<file path="src/iem_consts.svh">
`ifndef IEM_CONSTS_SVH
`define IEM_CONSTS_SVH

// Register offsets on the internal data bus
`define IEM_OFF_MASK_TWO   8'h09
`define IEM_OFF_MASK_ONE   8'h2d
`define IEM_OFF_FLAGS_TWO  8'h08

// Reset values
`define IEM_RST_MASK       8'h00
`define IEM_RST_FLAGS      8'h00
`define IEM_RST_RDATA      8'h00
`define IEM_RST_RUN        1'b1
`define IEM_RST_IRQ        1'b0
`define IEM_RST_SYNC       4'hf
`define IEM_RST_LVL_SYNC   2'h3

// Mask one / flag one bit positions
`define IEM_M1_FALL_P5_3   7
`define IEM_M1_FALL_P5_2   6
`define IEM_M1_RISE_P5_1   5
`define IEM_M1_RISE_P5_0   4
`define IEM_M1_FALL_P4_7   3
`define IEM_M1_FALL_P4_6   2
`define IEM_M1_RISE_P4_5   1
`define IEM_M1_RISE_P4_4   0

// Mask two / flag two bit positions
`define IEM_M2_LVL_TWO     7
`define IEM_M2_LVL_ONE     6
`define IEM_M2_TIMER_TWO   5
`define IEM_M2_TIMER_ONE   4
`define IEM_M2_FALL_P5_7   3
`define IEM_M2_RISE_P5_6   2
`define IEM_M2_RISE_P5_5   1
`define IEM_M2_RISE_P5_4   0

// Port five pin index within the edge pin group p5_7..p5_4
`define IEM_PIN_P5_7       3
`define IEM_PIN_P5_6       2
`define IEM_PIN_P5_5       1
`define IEM_PIN_P5_4       0

`endif

</file>
<file path="src/iem_pkg.sv">
package iem_pkg;
  typedef logic [7:0] iem_byte_t;
  typedef logic [3:0] iem_pins_t;
endpackage : iem_pkg

</file>
<file path="src/iem_flags.sv">
`timescale 1ns/100ps
`default_nettype none
`include "iem_consts.svh"

module iem_flags
  import iem_pkg::*;
(
  input  wire logic      mclk_i,
  input  wire logic      rst_n_i,
  input  wire iem_pins_t edge_pins_i,
  input  wire logic      level_irq_pin_two_n_i,
  input  wire logic      level_irq_pin_one_n_i,
  input  wire logic      timer_two_edge_i,
  input  wire logic      timer_one_edge_i,
  input  wire iem_byte_t clear_i,
  output var  iem_byte_t int_pending_flags_o
);

  ////////////////////////////////////////////////////////////////////////
  // Pin synchronisers, third stage only for edge detection
  iem_pins_t pin_s1_r;
  iem_pins_t pin_s2_r;
  iem_pins_t pin_s3_r;
  logic      lvl_two_s1_r;
  logic      lvl_two_s2_r;
  logic      lvl_one_s1_r;
  logic      lvl_one_s2_r;

  always_ff @(posedge mclk_i) begin
    if (!rst_n_i) begin
      pin_s1_r <= `IEM_RST_SYNC;
      pin_s2_r <= `IEM_RST_SYNC;
      pin_s3_r <= `IEM_RST_SYNC;
      {lvl_two_s1_r, lvl_one_s1_r} <= `IEM_RST_LVL_SYNC;
      {lvl_two_s2_r, lvl_one_s2_r} <= `IEM_RST_LVL_SYNC;
    end else begin
      pin_s1_r <= edge_pins_i;
      pin_s2_r <= pin_s1_r;
      pin_s3_r <= pin_s2_r;
      lvl_two_s1_r <= level_irq_pin_two_n_i;
      lvl_two_s2_r <= lvl_two_s1_r;
      lvl_one_s1_r <= level_irq_pin_one_n_i;
      lvl_one_s2_r <= lvl_one_s1_r;
    end
  end

  ////////////////////////////////////////////////////////////////////////
  // Source events in flag two bit order
  wire iem_pins_t rise_w = pin_s2_r & ~pin_s3_r;
  wire iem_pins_t fall_w = ~pin_s2_r & pin_s3_r;
  iem_byte_t      event_w;

  always_comb begin
    event_w                    = '0;
    event_w[`IEM_M2_TIMER_TWO] = timer_two_edge_i;
    event_w[`IEM_M2_TIMER_ONE] = timer_one_edge_i;
    event_w[`IEM_M2_FALL_P5_7] = fall_w[`IEM_PIN_P5_7];
    event_w[`IEM_M2_RISE_P5_6] = rise_w[`IEM_PIN_P5_6];
    event_w[`IEM_M2_RISE_P5_5] = rise_w[`IEM_PIN_P5_5];
    event_w[`IEM_M2_RISE_P5_4] = rise_w[`IEM_PIN_P5_4];
  end

  ////////////////////////////////////////////////////////////////////////
  // Sticky edge flags, a set beats a clear in the same cycle
  iem_byte_t flags_nxt;

  always_comb begin
    flags_nxt = (int_pending_flags_o & ~clear_i) | event_w;
    flags_nxt[`IEM_M2_LVL_TWO] = ~lvl_two_s2_r;
    flags_nxt[`IEM_M2_LVL_ONE] = ~lvl_one_s2_r;
  end

  always_ff @(posedge mclk_i) begin
    if (!rst_n_i) begin
      int_pending_flags_o <= `IEM_RST_FLAGS;
    end else begin
      int_pending_flags_o <= flags_nxt;
    end
  end
endmodule : iem_flags
`default_nettype wire

</file>
<file path="src/iem_top.sv">
// Notes on behaviour
// - A read of either mask register returns its contents on the data bus and a write loads the bus value into it.
// - A mask bit at 1 lets the flag at the same position raise the interrupt and a mask bit at 0 blocks it.
// - If the run pin is low when an enabled interrupt occurs and the wake control bit is 0, the run pin goes high.
// - Mask one bits 7..0 enable falls on p5_3, p5_2, rises on p5_1, p5_0, falls on p4_7, p4_6, rises on p4_5, p4_4.
// - Mask two bit 3 enables the fall on p5_7 and bits 2..0 enable the rises on p5_6, p5_5 and p5_4.
// - Mask two bits 7 and 6 enable low level pins two and one, bits 5 and 4 the timer two and timer one edges.
// - Flag two holds 1 for each source event that occurred and 0 otherwise, with the bit order of mask two.
`timescale 1ns/100ps
`default_nettype none
`include "iem_consts.svh"

module iem_top
  import iem_pkg::*;
(
  input  wire logic      mclk_i,
  input  wire logic      rst_n_i,
  input  wire iem_byte_t bus_addr_i,
  input  wire logic      bus_wr_i,
  input  wire logic      bus_rd_i,
  input  wire iem_byte_t bus_wdata_i,
  input  wire iem_byte_t int_pending_flags_one_i,
  input  wire logic      fall_in_p5_7_i,
  input  wire logic      rise_in_p5_6_i,
  input  wire logic      rise_in_p5_5_i,
  input  wire logic      rise_in_p5_4_i,
  input  wire logic      level_irq_pin_two_n_i,
  input  wire logic      level_irq_pin_one_n_i,
  input  wire logic      timer_two_edge_i,
  input  wire logic      timer_one_edge_i,
  input  wire logic      wake_pin_control_bit_i,
  input  wire logic      run_stop_i,
  output var  iem_byte_t bus_rdata_o,
  output var  iem_byte_t int_pending_flags_two_o,
  output var  logic      irq_o,
  output var  logic      run_o
);

  ////////////////////////////////////////////////////////////////////////
  // Address decode
  function automatic logic addr_hit(input iem_byte_t addr, input iem_byte_t off);
    addr_hit = (addr == off);
  endfunction : addr_hit

  wire logic hit_mask_one_w  = addr_hit(bus_addr_i, `IEM_OFF_MASK_ONE);
  wire logic hit_mask_two_w  = addr_hit(bus_addr_i, `IEM_OFF_MASK_TWO);
  wire logic hit_flags_two_w = addr_hit(bus_addr_i, `IEM_OFF_FLAGS_TWO);

  wire logic wr_mask_one_w   = bus_wr_i & hit_mask_one_w;
  wire logic wr_mask_two_w   = bus_wr_i & hit_mask_two_w;
  wire logic wr_flags_two_w  = bus_wr_i & hit_flags_two_w;

  ////////////////////////////////////////////////////////////////////////
  // Mask registers
  iem_byte_t mask_one_r;
  iem_byte_t mask_two_r;
  iem_byte_t mask_one_nxt;
  iem_byte_t mask_two_nxt;

  assign mask_one_nxt = wr_mask_one_w ? bus_wdata_i : mask_one_r;
  assign mask_two_nxt = wr_mask_two_w ? bus_wdata_i : mask_two_r;

  always_ff @(posedge mclk_i) begin
    if (!rst_n_i) begin
      mask_one_r <= `IEM_RST_MASK;
      mask_two_r <= `IEM_RST_MASK;
    end else begin
      mask_one_r <= mask_one_nxt;
      mask_two_r <= mask_two_nxt;
    end
  end

  ////////////////////////////////////////////////////////////////////////
  // Flag register two
  iem_pins_t edge_pins_w;
  iem_byte_t flags_clear_w;

  always_comb begin
    edge_pins_w                = '0;
    edge_pins_w[`IEM_PIN_P5_7] = fall_in_p5_7_i;
    edge_pins_w[`IEM_PIN_P5_6] = rise_in_p5_6_i;
    edge_pins_w[`IEM_PIN_P5_5] = rise_in_p5_5_i;
    edge_pins_w[`IEM_PIN_P5_4] = rise_in_p5_4_i;
  end

  // Write one to clear an edge flag
  assign flags_clear_w = wr_flags_two_w ? bus_wdata_i : '0;

  iem_flags u_flags (
    .mclk_i                (mclk_i),
    .rst_n_i               (rst_n_i),
    .edge_pins_i           (edge_pins_w),
    .level_irq_pin_two_n_i (level_irq_pin_two_n_i),
    .level_irq_pin_one_n_i (level_irq_pin_one_n_i),
    .timer_two_edge_i      (timer_two_edge_i),
    .timer_one_edge_i      (timer_one_edge_i),
    .clear_i               (flags_clear_w),
    .int_pending_flags_o   (int_pending_flags_two_o)
  );

  ////////////////////////////////////////////////////////////////////////
  // Per-bit gating of flags by masks
  iem_byte_t gated_one_w;
  iem_byte_t gated_two_w;

  // Mask one positions follow flag one; mask two positions follow flag two
  for (genvar gi = 0; gi < 8; gi++) begin : g_gate
    assign gated_one_w[gi] = int_pending_flags_one_i[gi] & mask_one_r[gi];
    assign gated_two_w[gi] = int_pending_flags_two_o[gi] & mask_two_r[gi];
  end

  wire logic pending_w = (|gated_one_w) | (|gated_two_w);

  ////////////////////////////////////////////////////////////////////////
  // Interrupt request and run pin
  logic irq_nxt;
  logic run_nxt;

  assign irq_nxt = pending_w;

  // Wake only when the control bit allows it; a stop request loses to a wake
  assign run_nxt = (!run_o && pending_w && !wake_pin_control_bit_i) ? 1'b1 :
                   run_stop_i ? 1'b0 : run_o;

  always_ff @(posedge mclk_i) begin
    if (!rst_n_i) begin
      irq_o <= `IEM_RST_IRQ;
      run_o <= `IEM_RST_RUN;
    end else begin
      irq_o <= irq_nxt;
      run_o <= run_nxt;
    end
  end

  ////////////////////////////////////////////////////////////////////////
  // Read data, unmapped addresses read as zero
  iem_byte_t rdata_nxt;

  assign rdata_nxt = !bus_rd_i        ? `IEM_RST_RDATA :
                     hit_mask_one_w  ? mask_one_r :
                     hit_mask_two_w  ? mask_two_r :
                     hit_flags_two_w ? int_pending_flags_two_o :
                     `IEM_RST_RDATA;

  always_ff @(posedge mclk_i) begin
    if (!rst_n_i) begin
      bus_rdata_o <= `IEM_RST_RDATA;
    end else begin
      bus_rdata_o <= rdata_nxt;
    end
  end
endmodule : iem_top
`default_nettype wire

</file>
<file path="config.mk">
export PLATFORM = sky130hd
export DESIGN_NAME = iem_top
export DESIGN_NICKNAME = d
export VERILOG_FILES = /design/src/iem_pkg.sv /design/src/iem_flags.sv /design/src/iem_top.sv
export VERILOG_INCLUDE_DIRS = /design/src /design/src/src
export SDC_FILE = /design/constraint.sdc
export NUM_CORES = 1
export LEC_CHECK = 0
export ABC_AREA = 0
export ABC_CLOCK_PERIOD_IN_PS = 1500
export BUFFER_PORTS_ARGS = -buffer_cell sky130_fd_sc_hd__buf_2
export CORE_ASPECT_RATIO = 0.5
export CORE_MARGIN = 5
export CORE_UTILIZATION = 50
export CTS_CLUSTER_DIAMETER = 40
export DETAILED_ROUTE_END_ITERATION = 10
export MAX_ROUTING_LAYER = met4
export PLACE_DENSITY_LB_ADDON = 0.15
export SYNTH_ARGS = -nofsm -noshare
export SYNTH_HDL_FRONTEND = slang
export SYNTH_SLANG_ARGS = --single-unit
export TNS_END_PERCENT = 20
</file>
<file path="constraint.sdc">
create_clock -name mclk_i -period 1.5 [get_ports mclk_i]
set_input_delay 0.15 -clock mclk_i [delete_from_list [all_inputs] [get_ports mclk_i]]
set_output_delay 0.15 -clock mclk_i [all_outputs]
set_load 0.05 [all_outputs]
</file>
# Yosys cells after proc, flatten, opt, wreduce, memory -nomap -nowiden

Index checks and enable logic that the tools add are counted.
Widths: inputs -> output; s select.

Register bits: 50
Input port bits: 38
Output and inout bits: 18
Logic and storage cells: 58

Equality and inequality tests: 3
Mux-type cells: 4
Bitwise operators: 30
Reductions and logical operators: 8

Operator list:

| operator           | count |
|---|---|
| $mux 8             | 3 |
| $and 1x1->1        | 19 |
| $eq 8x4->1 const B | 2 |
| $reduce_or 8->1    | 2 |
| $eq 8x6->1 const B | 1 |
| $and 6x6->6        | 1 |
| $mux 6             | 1 |
| $not 6->6          | 1 |
| $or 6x6->6         | 1 |
| $and 4x4->4        | 1 |
| $not 4->4          | 1 |
| $and 3x3->3        | 1 |
| $not 1->1          | 3 |
| $not 3->3          | 1 |
| $logic_and 1x1->1  | 2 |
| $logic_not 1->1    | 2 |
| $reduce_and 2->1   | 1 |
| $reduce_or 2->1    | 1 |
| $or 1x1->1         | 1 |

# Depth between registers and ports, before layout

Gate-level depths: netlist (run 1).

Word-level depth: 6
Mapped depth: 5
Depth with buffers taken out: 4

# Modules after synthesis

From an unflattened synthesis (run 1), not the netlist that was laid out.

Cell total of the unflattened synthesis: 201
Area total of the unflattened synthesis: 2040.7 sq um

By module, submodules not included:

| module    | times used | cells each | area an instance (sq um) | seq. area each (sq um) |
|---|---|---|---|---|
| iem_top   | 1          | 141        | 1306.3                   | 520.5 |
| iem_flags | 1          | 60         | 734.5                    | 480.5 |

# Worst setup path before layout (run 1)

No wires, ideal clock.

Path kind: register -> register
Start: register u_flags.int_pending_flags_o[5]
End: register run_o
Library setup time: 0.106 ns
Data arrival time: 1.344 ns
Data required time: 1.394 ns
Setup slack: 0.049 ns
Stages on the path, launching flop included: 5
Path buffers: 0
Clock period less this slack: 1.451 ns
Path through: dfxtp_1 > a22o_1 > a221oi_1 > and4_1 > o311ai_0

Word-level cells in the longest chain between the ends: 6

Ends and longest elaborated chain:

| what                           | RTL line        | source |
|---|---|---|
| from (decl)                    | iem_flags.sv:16 | `output var iem_byte_t int_pending_flags_o` |
| from (signal assigned)         | iem_flags.sv:75 | `` int_pending_flags_o <= `IEM_RST_FLAGS; `` |
| from (signal assigned)         | iem_flags.sv:77 | `int_pending_flags_o <= flags_nxt;` |
| $and 1x1->1                    | iem_top.sv:109  | `assign gated_two_w[gi] = int_pending_flags_two_o[gi] & mask_two_r[gi];` |
| $reduce_or 8->1                | iem_top.sv:112  | `wire logic pending_w = (\|gated_one_w) \| (\|gated_two_w);` |
| $or 1x1->1                     | iem_top.sv:112  |  |
| $logic_and 1x1->1 (2 in a row) | iem_top.sv:122  | `assign run_nxt = (!run_o && pending_w && !wake_pin_control_bit_i) ? 1'b1 :` |
| $reduce_or 2->1 (no line)      | --              |  |
| to (signal assigned)           | iem_top.sv:128  | `` run_o <= `IEM_RST_RUN; `` |
| to (signal assigned)           | iem_top.sv:131  | `run_o <= run_nxt;` |
| to (decl)                      | iem_top.sv:36   | `output var logic run_o` |

No other way between the ends.
A chain may end at the register's enable or synchronous reset.

# Final worst setup path (run 1)

Ends and elaborated chain as after synthesis.

==> metrics.md, run 1 <==
| Metric | Value |
|---|---|
| Outcome | `complete, no violations` |
| CTS Buffer Depth | `2` |
| N_diodes | `0` |
| CTS tree | `done` |
| Post-synth EDFFs | `0` |
| Placement row count | `16` |
| Post-synthesis average cell area | `10.4 µm²` |
| Worst Skew | `around 0.0065 ns` |
| Antenna-violating nets left | `0` |
| Largest net degree at the start of global routing | `17` |
| GPL Wtd Cong | `0.845` |
| Worst reg2reg path endpoint | `run_o$_SDFFE_PP1P_` |
| Max FO, Critical Path | `4` |
| Detailed-route DRC error count | `0` |
| Least-Margin Pin Slew | `around 0.41 ns` |
| Synth async-reset ratio | `0%` |
| Die height | `54.2 µm` |
| Final hold viol count | `0` |
| Seq cells post-synth | `50` |
| Hold Crit Start | `level_irq_pin_one_n_i` |
| WL met3 | `roughly 320 µm` |
| Combinational share of power | `under 10%` |
| Synth-to-layout area growth | `25.1%` |
| Crit share post-route | `a little over nine tenths` |
| Total routed wirelength | `around 4.5 mm` |
| Finished Core Util | `a little under two thirds` |
| Sw power | `579 µW` |
| Yosys top cell area share | `approximately 51%` |
| Root buffer cell | `clkbuf_8` |
| Max-cap viol count | `0` |
| Pwr dens | `slightly above 1000 mW/mm²` |
| Total power | `around 2500 µW` |
| Input/output buffers | `55` |
| Data required, critical path | `1.66 ns` |
| Initial DRC Count | `74` |
| Sequential area share after synthesis | `between 50% and 60%` |
| DR top layer | `met4` |
| Largest cells by area after synthesis | `dfxtp_1 (51%), nand2b_1 (5.5%), nor2b_1 (5.5%), a21boi_2 (4.6%), mux2i_1 (4.1%)` |
| Synth Instances | `188` |
| Post-Syn Area | `between 0.0015 and 0.002 mm²` |
| P_int | `roughly 1900 µW` |
| Htree depth | `2` |
| Cts bufs inserted | `5` |
| Wire length of the first global-routing pass | `slightly below 7 mm` |
| Number of gates resized after CTS | `0` |
| Final Cell Area | `approximately 0.0024 mm²` |
| Met2 routed WL | `~2.2 mm` |
| Top-count cell post-synth | `dfxtp_1` |
| Hold/Removal Path Class | `in -> reg` |
| Grt total ovfl | `0` |
| Pleak | `0.00103 µW` |
| Area of the core | `approximately 0.0038 mm²` |
| Initial core utilization | `just over 50%` |
| Pre-antenna DRT Iters | `4` |
| Primary FF master, synth | `dfxtp_1` |
| Syn_nets | `226` |
| Area after DPL | `0.00232 mm²` |
| R2R setup slack | `between 0.05 and 0.06 ns` |
| Final count of pins violating max slew | `0` |
| Worst skew pair latency | `approximately 0.30 ns` |
| Synth area leader | `dfxtp_1` |
| Sequential share of power | `roughly 54%` |
| Die Wd | `98.3 µm` |
| Vias in the first global route | `roughly 1500` |
| Crit path arrival time | `about 1.6 ns` |
| Fraction of layout cells with a size suffix above 1 | `34.8%` |
| Unique masters post-synth | `31` |
| Vias per cell | `about 5.1` |
| WHS Endpoint | `u_flags.lvl_one_s1_r$_SDFF_PN1_` |
| IO Pins | `56` |
| Peak VDD IR | `just over 600 µV` |
| Critical path class | `reg -> reg` |
| WHS Path Cells | `2` |
| Detail Placement HPWL | `3.34 mm` |
| Reg clk slew, reported paths | `roughly 0.090 ns` |
| Reg2reg start | `u_flags.int_pending_flags_o[5]$_SDFF_PN0_` |
| Top cells by count, synth | `dfxtp_1 (50), nand2b_1 (17), nor2b_1 (17)` |
| Clock power share | `37.3%` |
| Post-DR wirelength/cell | `around 15 µm` |
| Met1 wire length | `between 2 and 2.5 mm` |
| Peak Freq | `between 600 and 700 MHz` |
| Die Area | `between 0.005 and 0.006 mm²` |
| Sw Ratio | `a little under a quarter` |
| Nature of the critical path endpoint | `flip-flop` |
| Count of clock tree sinks | `50` |
| Initial antenna violation count | `0` |
| Kind of start point of the critical path | `flip-flop` |
| Max-slew headroom | `between 70% and 80%` |
| Fin crit period | `around 1.4 ns` |
| Via count | `approximately 1600` |
| Gr usage total | `between 10% and 20%` |
| Nets@finish | `290` |
| Yosys warns | `0` |
| Worst R2R Path Depth | `4` |
| Final setup viols | `0` |
## cells in the final DEF, fill, tap and decap left out, types with 2 or more instances in the layout
cell / instances
a21boi_2: 8
a21oi_1: 9
a221oi_1: 4
a22o_1: 4
a22oi_1: 8
a31oi_1: 5
and2_1: 3
buf_2: 55
buf_4: 12
clkbuf_8: 5
clkinvlp_4: 2
dfxtp_1: 50
inv_1: 5
mux2i_1: 8
nand2_1: 16
nand2b_1: 17
nor2b_1: 17
nor4b_4: 2
o21a_1: 5
o21ai_0: 6
o21ai_1: 2
## cells by family (layout without fill, tap and decap cells)
group	count (synthesis)	count (layout)	synth area share, %
simple gates	63	63	21.0
buf+inv	15	80	3.91
compound gates	52	52	19.6
mux	8	8	4.11
flops	50	50	51.3
## worst max path at each step
| stage | from | to | cells after the start |
|---|---|---|---|
| 6_report | u_flags.int_pending_flags_o[5]$_SDFF_PN0_ | run_o$_SDFFE_PP1P_ | 4 |
| 5_1_grt | u_flags.int_pending_flags_o[5]$_SDFF_PN0_ | run_o$_SDFFE_PP1P_ | 4 |
| 4_1_cts | u_flags.int_pending_flags_o[5]$_SDFF_PN0_ | run_o$_SDFFE_PP1P_ | 4 |
| 3_5_place_dp | bus_addr_i[7] | mask_one_r[7]$_SDFFE_PN0P_ | 5 |
| 3_3_place_gp | bus_addr_i[7] | mask_one_r[4]$_SDFFE_PN0P_ | 5 |
| 2_1_floorplan | u_flags.int_pending_flags_o[5]$_SDFF_PN0_ | run_o$_SDFFE_PP1P_ | 4 |
## final cells by class
| cell class | count | area [µm²] |
|---|---|---|
| Inverter | 5 | 18.8 |
| Clock buffer | 5 | 68.8 |
| Sequential cell | 50 | 1000 |
| Tap cell | 54 | 67.6 |
| Timing Repair Buffer | 67 | 365 |
| Clock inverter | 3 | 45.0 |
| Multi-Input combinational cell | 123 | 873 |
| Fill cell | 341 | 1380 |
## timing repair
item | CTS | global route
hold buffers | 0 | 0
endpoints found under the setup margin | 0 | 1
buffers inserted | 0 | 1
## metrics by stage
stage | hold WS (ns) | setup slack (ns) | TNS [ns] | cells
5_1_grt | 0.0174 | -0.00339 | -0.00339 | 307
3_3_place_gp | 0.331 | 0.127 | 0 | 298
4_1_cts | 0.0124 | 0.0702 | 0 | 306
6_report | 0.0212 | 0.0577 | 0 | 307
3_5_place_dp | 0.334 | 0.0838 | 0 | 298
2_1_floorplan | 0.223 | 0.0494 | 0 | 188
## power groups by stage
stage / registers, µW / logic (µW) / clock network, µW
finish: 1370 / 211 / 939
global route: 1380 / 227 / 1020
CTS: 1370 / 211 / 961
detailed placement: 1400 / 211 / 0
global placement: 1400 / 205 / 0
floorplan: 1440 / 74.3 / 0
## critical path: stages (launching register included)
cell and delay [ns]:
dfxtp_1 0.34, a22o_1 0.24, a221oi_1 0.25, and4_1 0.31
o311ai_0 0.15
## registers in the layout, summed over array words and instances (netlist names)
| signal | flops |
|---|---|
| u_flags.lvl_one_s2_r | 1 |
| irq_o | 1 |
| u_flags.lvl_two_s1_r | 1 |
| mask_one_r | 8 |
| u_flags.pin_s1_r | 4 |
| mask_two_r | 8 |
| bus_rdata_o | 8 |
| run_o | 1 |
| u_flags.lvl_two_s2_r | 1 |
| u_flags.int_pending_flags_o | 8 |
| u_flags.pin_s2_r | 4 |
| u_flags.lvl_one_s1_r | 1 |
| u_flags.pin_s3_r | 4 |
## metal layers
layer | GRT usage (%) | up-vias
met2 | 28.7 | 46
met3 | 4.79 | 2
li1 | - | 785
met4 | 4.76 | 0
met1 | 21.9 | 746
met5 | - | -
Power figures use the tool's default switching activity.
==> run 2, diff against run 1 <==
- CORE_UTILIZATION: 50 -> 54
- CTS_BUF_LIST: not set -> sky130_fd_sc_hd__clkbuf_2 sky130_fd_sc_hd__clkbuf_4 sky130_fd_sc_hd__clkbuf_8
- SYNTH_HIERARCHICAL: not set -> 1
==> run 2 against run 1 <==
Compared with the run above:
- synthesized cell count up 5.9%
- via count rose by 5.4%
- clock power is 14% lower
- global-route usage rose by 1.4 points
- sequential power about the same
- highest routed layer unchanged
==> metrics.md, run 2 <==
| Metric | Value |
|---|---|
| Outcome | `complete, no violations (unchanged)` |
| Die Wd | `96.7 µm (was 98.3 µm)` |
| Placement row count | `15 (was 16)` |
| R2R setup slack | `0.15 ns (was 0.06 ns)` |
| Setup Buffers After CTS | `0 (unchanged)` |
| Nature of the critical path endpoint | `flip-flop (unchanged)` |
| Fraction of layout cells with a size suffix above 1 | `35.6% (was 34.8%)` |
| Pre-antenna DRT Iters | `4 (unchanged)` |
| Max FO, Critical Path | `4 (unchanged)` |
| P_int | `1790 µW (was 1940 µW)` |
| Max-cap viol count | `0 (unchanged)` |
| Syn_nets | `237 (was 226)` |
| Area of the core | `0.00353 mm² (was 0.00382 mm²)` |
| Critical path class | `reg -> reg (unchanged)` |
| Placed Cells | `310 (was 298)` |
| Sw Ratio | `25.5% (was 23.0%)` |
| CTS tree | `done (unchanged)` |
| Final count of pins violating max slew | `0 (unchanged)` |
| Antenna-violating nets left | `0 (unchanged)` |
| Synth-to-layout area growth | `23.7% (was 25.1%)` |
| Clock power share | `33.7% (was 37.3%)` |
| Fin crit period | `1.35 ns (was 1.44 ns)` |
| N_diodes | `0 (unchanged)` |
| Pleak | `0.00103 µW (about the same)` |
| Reg clk slew, reported paths | `0.09 ns (about the same)` |
| Largest net degree at the start of global routing | `20 (was 17)` |
| Worst skew pair latency | `0.31 ns (was 0.30 ns)` |
| Synth Instances | `199 (was 188)` |
| Yosys warns | `6 (was 0)` |
| Peak Freq | `743 MHz (was 693 MHz)` |
| Initial core utilization | `57.5% (was 51.0%)` |
| Sequential share of power | `57.2% (was 54.4%)` |
| Sw power | `612 µW (was 579 µW)` |
| Kind of start point of the critical path | `flip-flop (unchanged)` |
| Post-Syn Area | `0.00203 mm² (was 0.00195 mm²)` |
| IO Pins | `56 (unchanged)` |
| Final Cell Area | `0.00251 mm² (was 0.00244 mm²)` |
| Vias in the first global route | `1563 (was 1460)` |
| Least-Margin Pin Slew | `0.377 ns (was 0.411 ns)` |
| Pre-CTS setup slack | `-0.0620 ns (was 0.0838 ns)` |
| Initial antenna violation count | `0 (unchanged)` |
| Final setup viols | `0 (unchanged)` |
| Post-DR wirelength/cell | `14.5 µm (was 14.8 µm)` |
| Hold/Removal Path Class | `in -> reg (unchanged)` |
| Die height | `53.3 µm (was 54.2 µm)` |
| Input/output buffers | `55 (unchanged)` |
| Root buffer cell | `clkbuf_8 (unchanged)` |
| Post-route insts no fill | `318 (was 307)` |
| Cts bufs inserted | `5 (unchanged)` |
| Final hold slack | `0.0103 ns (was 0.0212 ns)` |
| Nets@finish | `304 (was 290)` |
| Detail Placement HPWL | `3.33 mm (was 3.34 mm)` |
| Crit path arrival time | `1.52 ns (was 1.60 ns)` |
| Crit share post-route | `89.8% (was 96.2%)` |
| Data required, critical path | `1.67 ns (was 1.66 ns)` |
| Initial DRC Count | `127 (was 74)` |
| Sum Neg Setup Slack | `0 ns (unchanged)` |
| Commonest non-fill, non-tap cell in the layout | `buf_2 (unchanged)` |
| Most frequent cells in the layout | `buf_2 (55), dfxtp_1 (50), nand2b_1 (23) (was buf_2 (55), dfxtp_1 (50), nor2b_1 (17), nand2b_1 (17), nand2_1 (16))` |
| Via count | `1664 (was 1579)` |
| Final hold viol count | `0 (unchanged)` |
| Combinational share of power | `9.1% (was 8.4%)` |
| Area after DPL | `0.00241 mm² (was 0.00232 mm²)` |
| GPL Wtd Cong | `0.867 (was 0.845)` |
| Grt total ovfl | `0 (unchanged)` |
| Detailed-route DRC error count | `0 (unchanged)` |
| Pwr dens | `956 mW/mm² (was 1030 mW/mm²)` |
| CTS Buffer Depth | `2 (unchanged)` |
| Post-synthesis average cell area | `10.2 µm² (was 10.4 µm²)` |
| Total routed wirelength | `4.62 mm (was 4.54 mm)` |
| CTS Hold Bufs | `0 (unchanged)` |
| Wire length of the first global-routing pass | `7.29 mm (was 6.89 mm)` |
| Gr usage total | `19.0% (was 17.6%)` |
| Max-slew headroom | `74.9% (was 72.5%)` |
| Number of gates resized after CTS | `0 (unchanged)` |
| Final Worst Setup Slack | `0.153 ns (was 0.0577 ns)` |
| Count of clock tree sinks | `50 (unchanged)` |
| RSZ-0062 raised after global routing | `false` |
| Die Area | `0.00516 mm² (was 0.00533 mm²)` |
| Peak VDD IR | `887 µV (was 610 µV)` |
| Worst Skew | `0.00303 ns (was 0.00654 ns)` |
| Vias per cell | `5.23 (was 5.14)` |
| Htree depth | `2 (unchanged)` |
## run 2: final cells by class
class | instances | area [µm²]
Clock buffer | 5 | 68.8
Clock inverter | 3 | 23.8
Fill cell | 292 | 1020
Multi-Input combinational cell | 137 | 923
Sequential cell | 50 | 1000
Tap cell | 51 | 63.8
Timing Repair Buffer | 72 | 428
## run 2: critical path: stages (launching register included)
cell      delay (ns)
dfxtp_1         0.35
a22o_1          0.27
a221oi_2        0.23
and4_1          0.25
o311ai_0        0.11
## run 2: worst paths after layout
kind | startpoint | endpoint | cells after the start
setup / recovery | u_flags/int_pending_flags_o[4]$_SDFF_PN0_ | run_o$_SDFFE_PP1P_ | 4
hold / removal | level_irq_pin_one_n_i | u_flags/lvl_one_s1_r$_SDFF_PN1_ | 2
hold reg to reg | u_flags/lvl_one_s2_r$_SDFF_PN1_ | u_flags/int_pending_flags_o[6]$_SDFF_PN0_ | 1
setup reg to reg | u_flags/int_pending_flags_o[4]$_SDFF_PN0_ | run_o$_SDFFE_PP1P_ | 4
## run 2: power by group through the flow
stage / combinational (µW) / sequential (µW) / clock, µW
2_1_floorplan: 81.7 / 1440 / 0
3_3_place_gp: 215 / 1400 / 0
3_5_place_dp: 217 / 1400 / 0
4_1_cts: 219 / 1370 / 824
5_1_grt: 236 / 1380 / 870
6_report: 218 / 1370 / 808
## run 2: per-layer routing
metal  routed length [µm]  vias to the layer above  share of wire, %  GRT usage, %
li1                     -                      836                 -             -
met1                 2220                      750                48          23.9
met2                 1940                       69                42          28.1
met3                  401                        9               8.7          7.24
met4                   70                        0               1.5          6.99
met5                    0                        -                 0             -
## run 2: through the flow
stage | power, µW | util (%)
after floorplan | 1520 | -
after global placement | 1620 | 68.3
final | 2400 | 71.1
after detailed placement | 1620 | 68.3
after global routing | 2480 | 71.1
after CTS | 2420 | 70.9
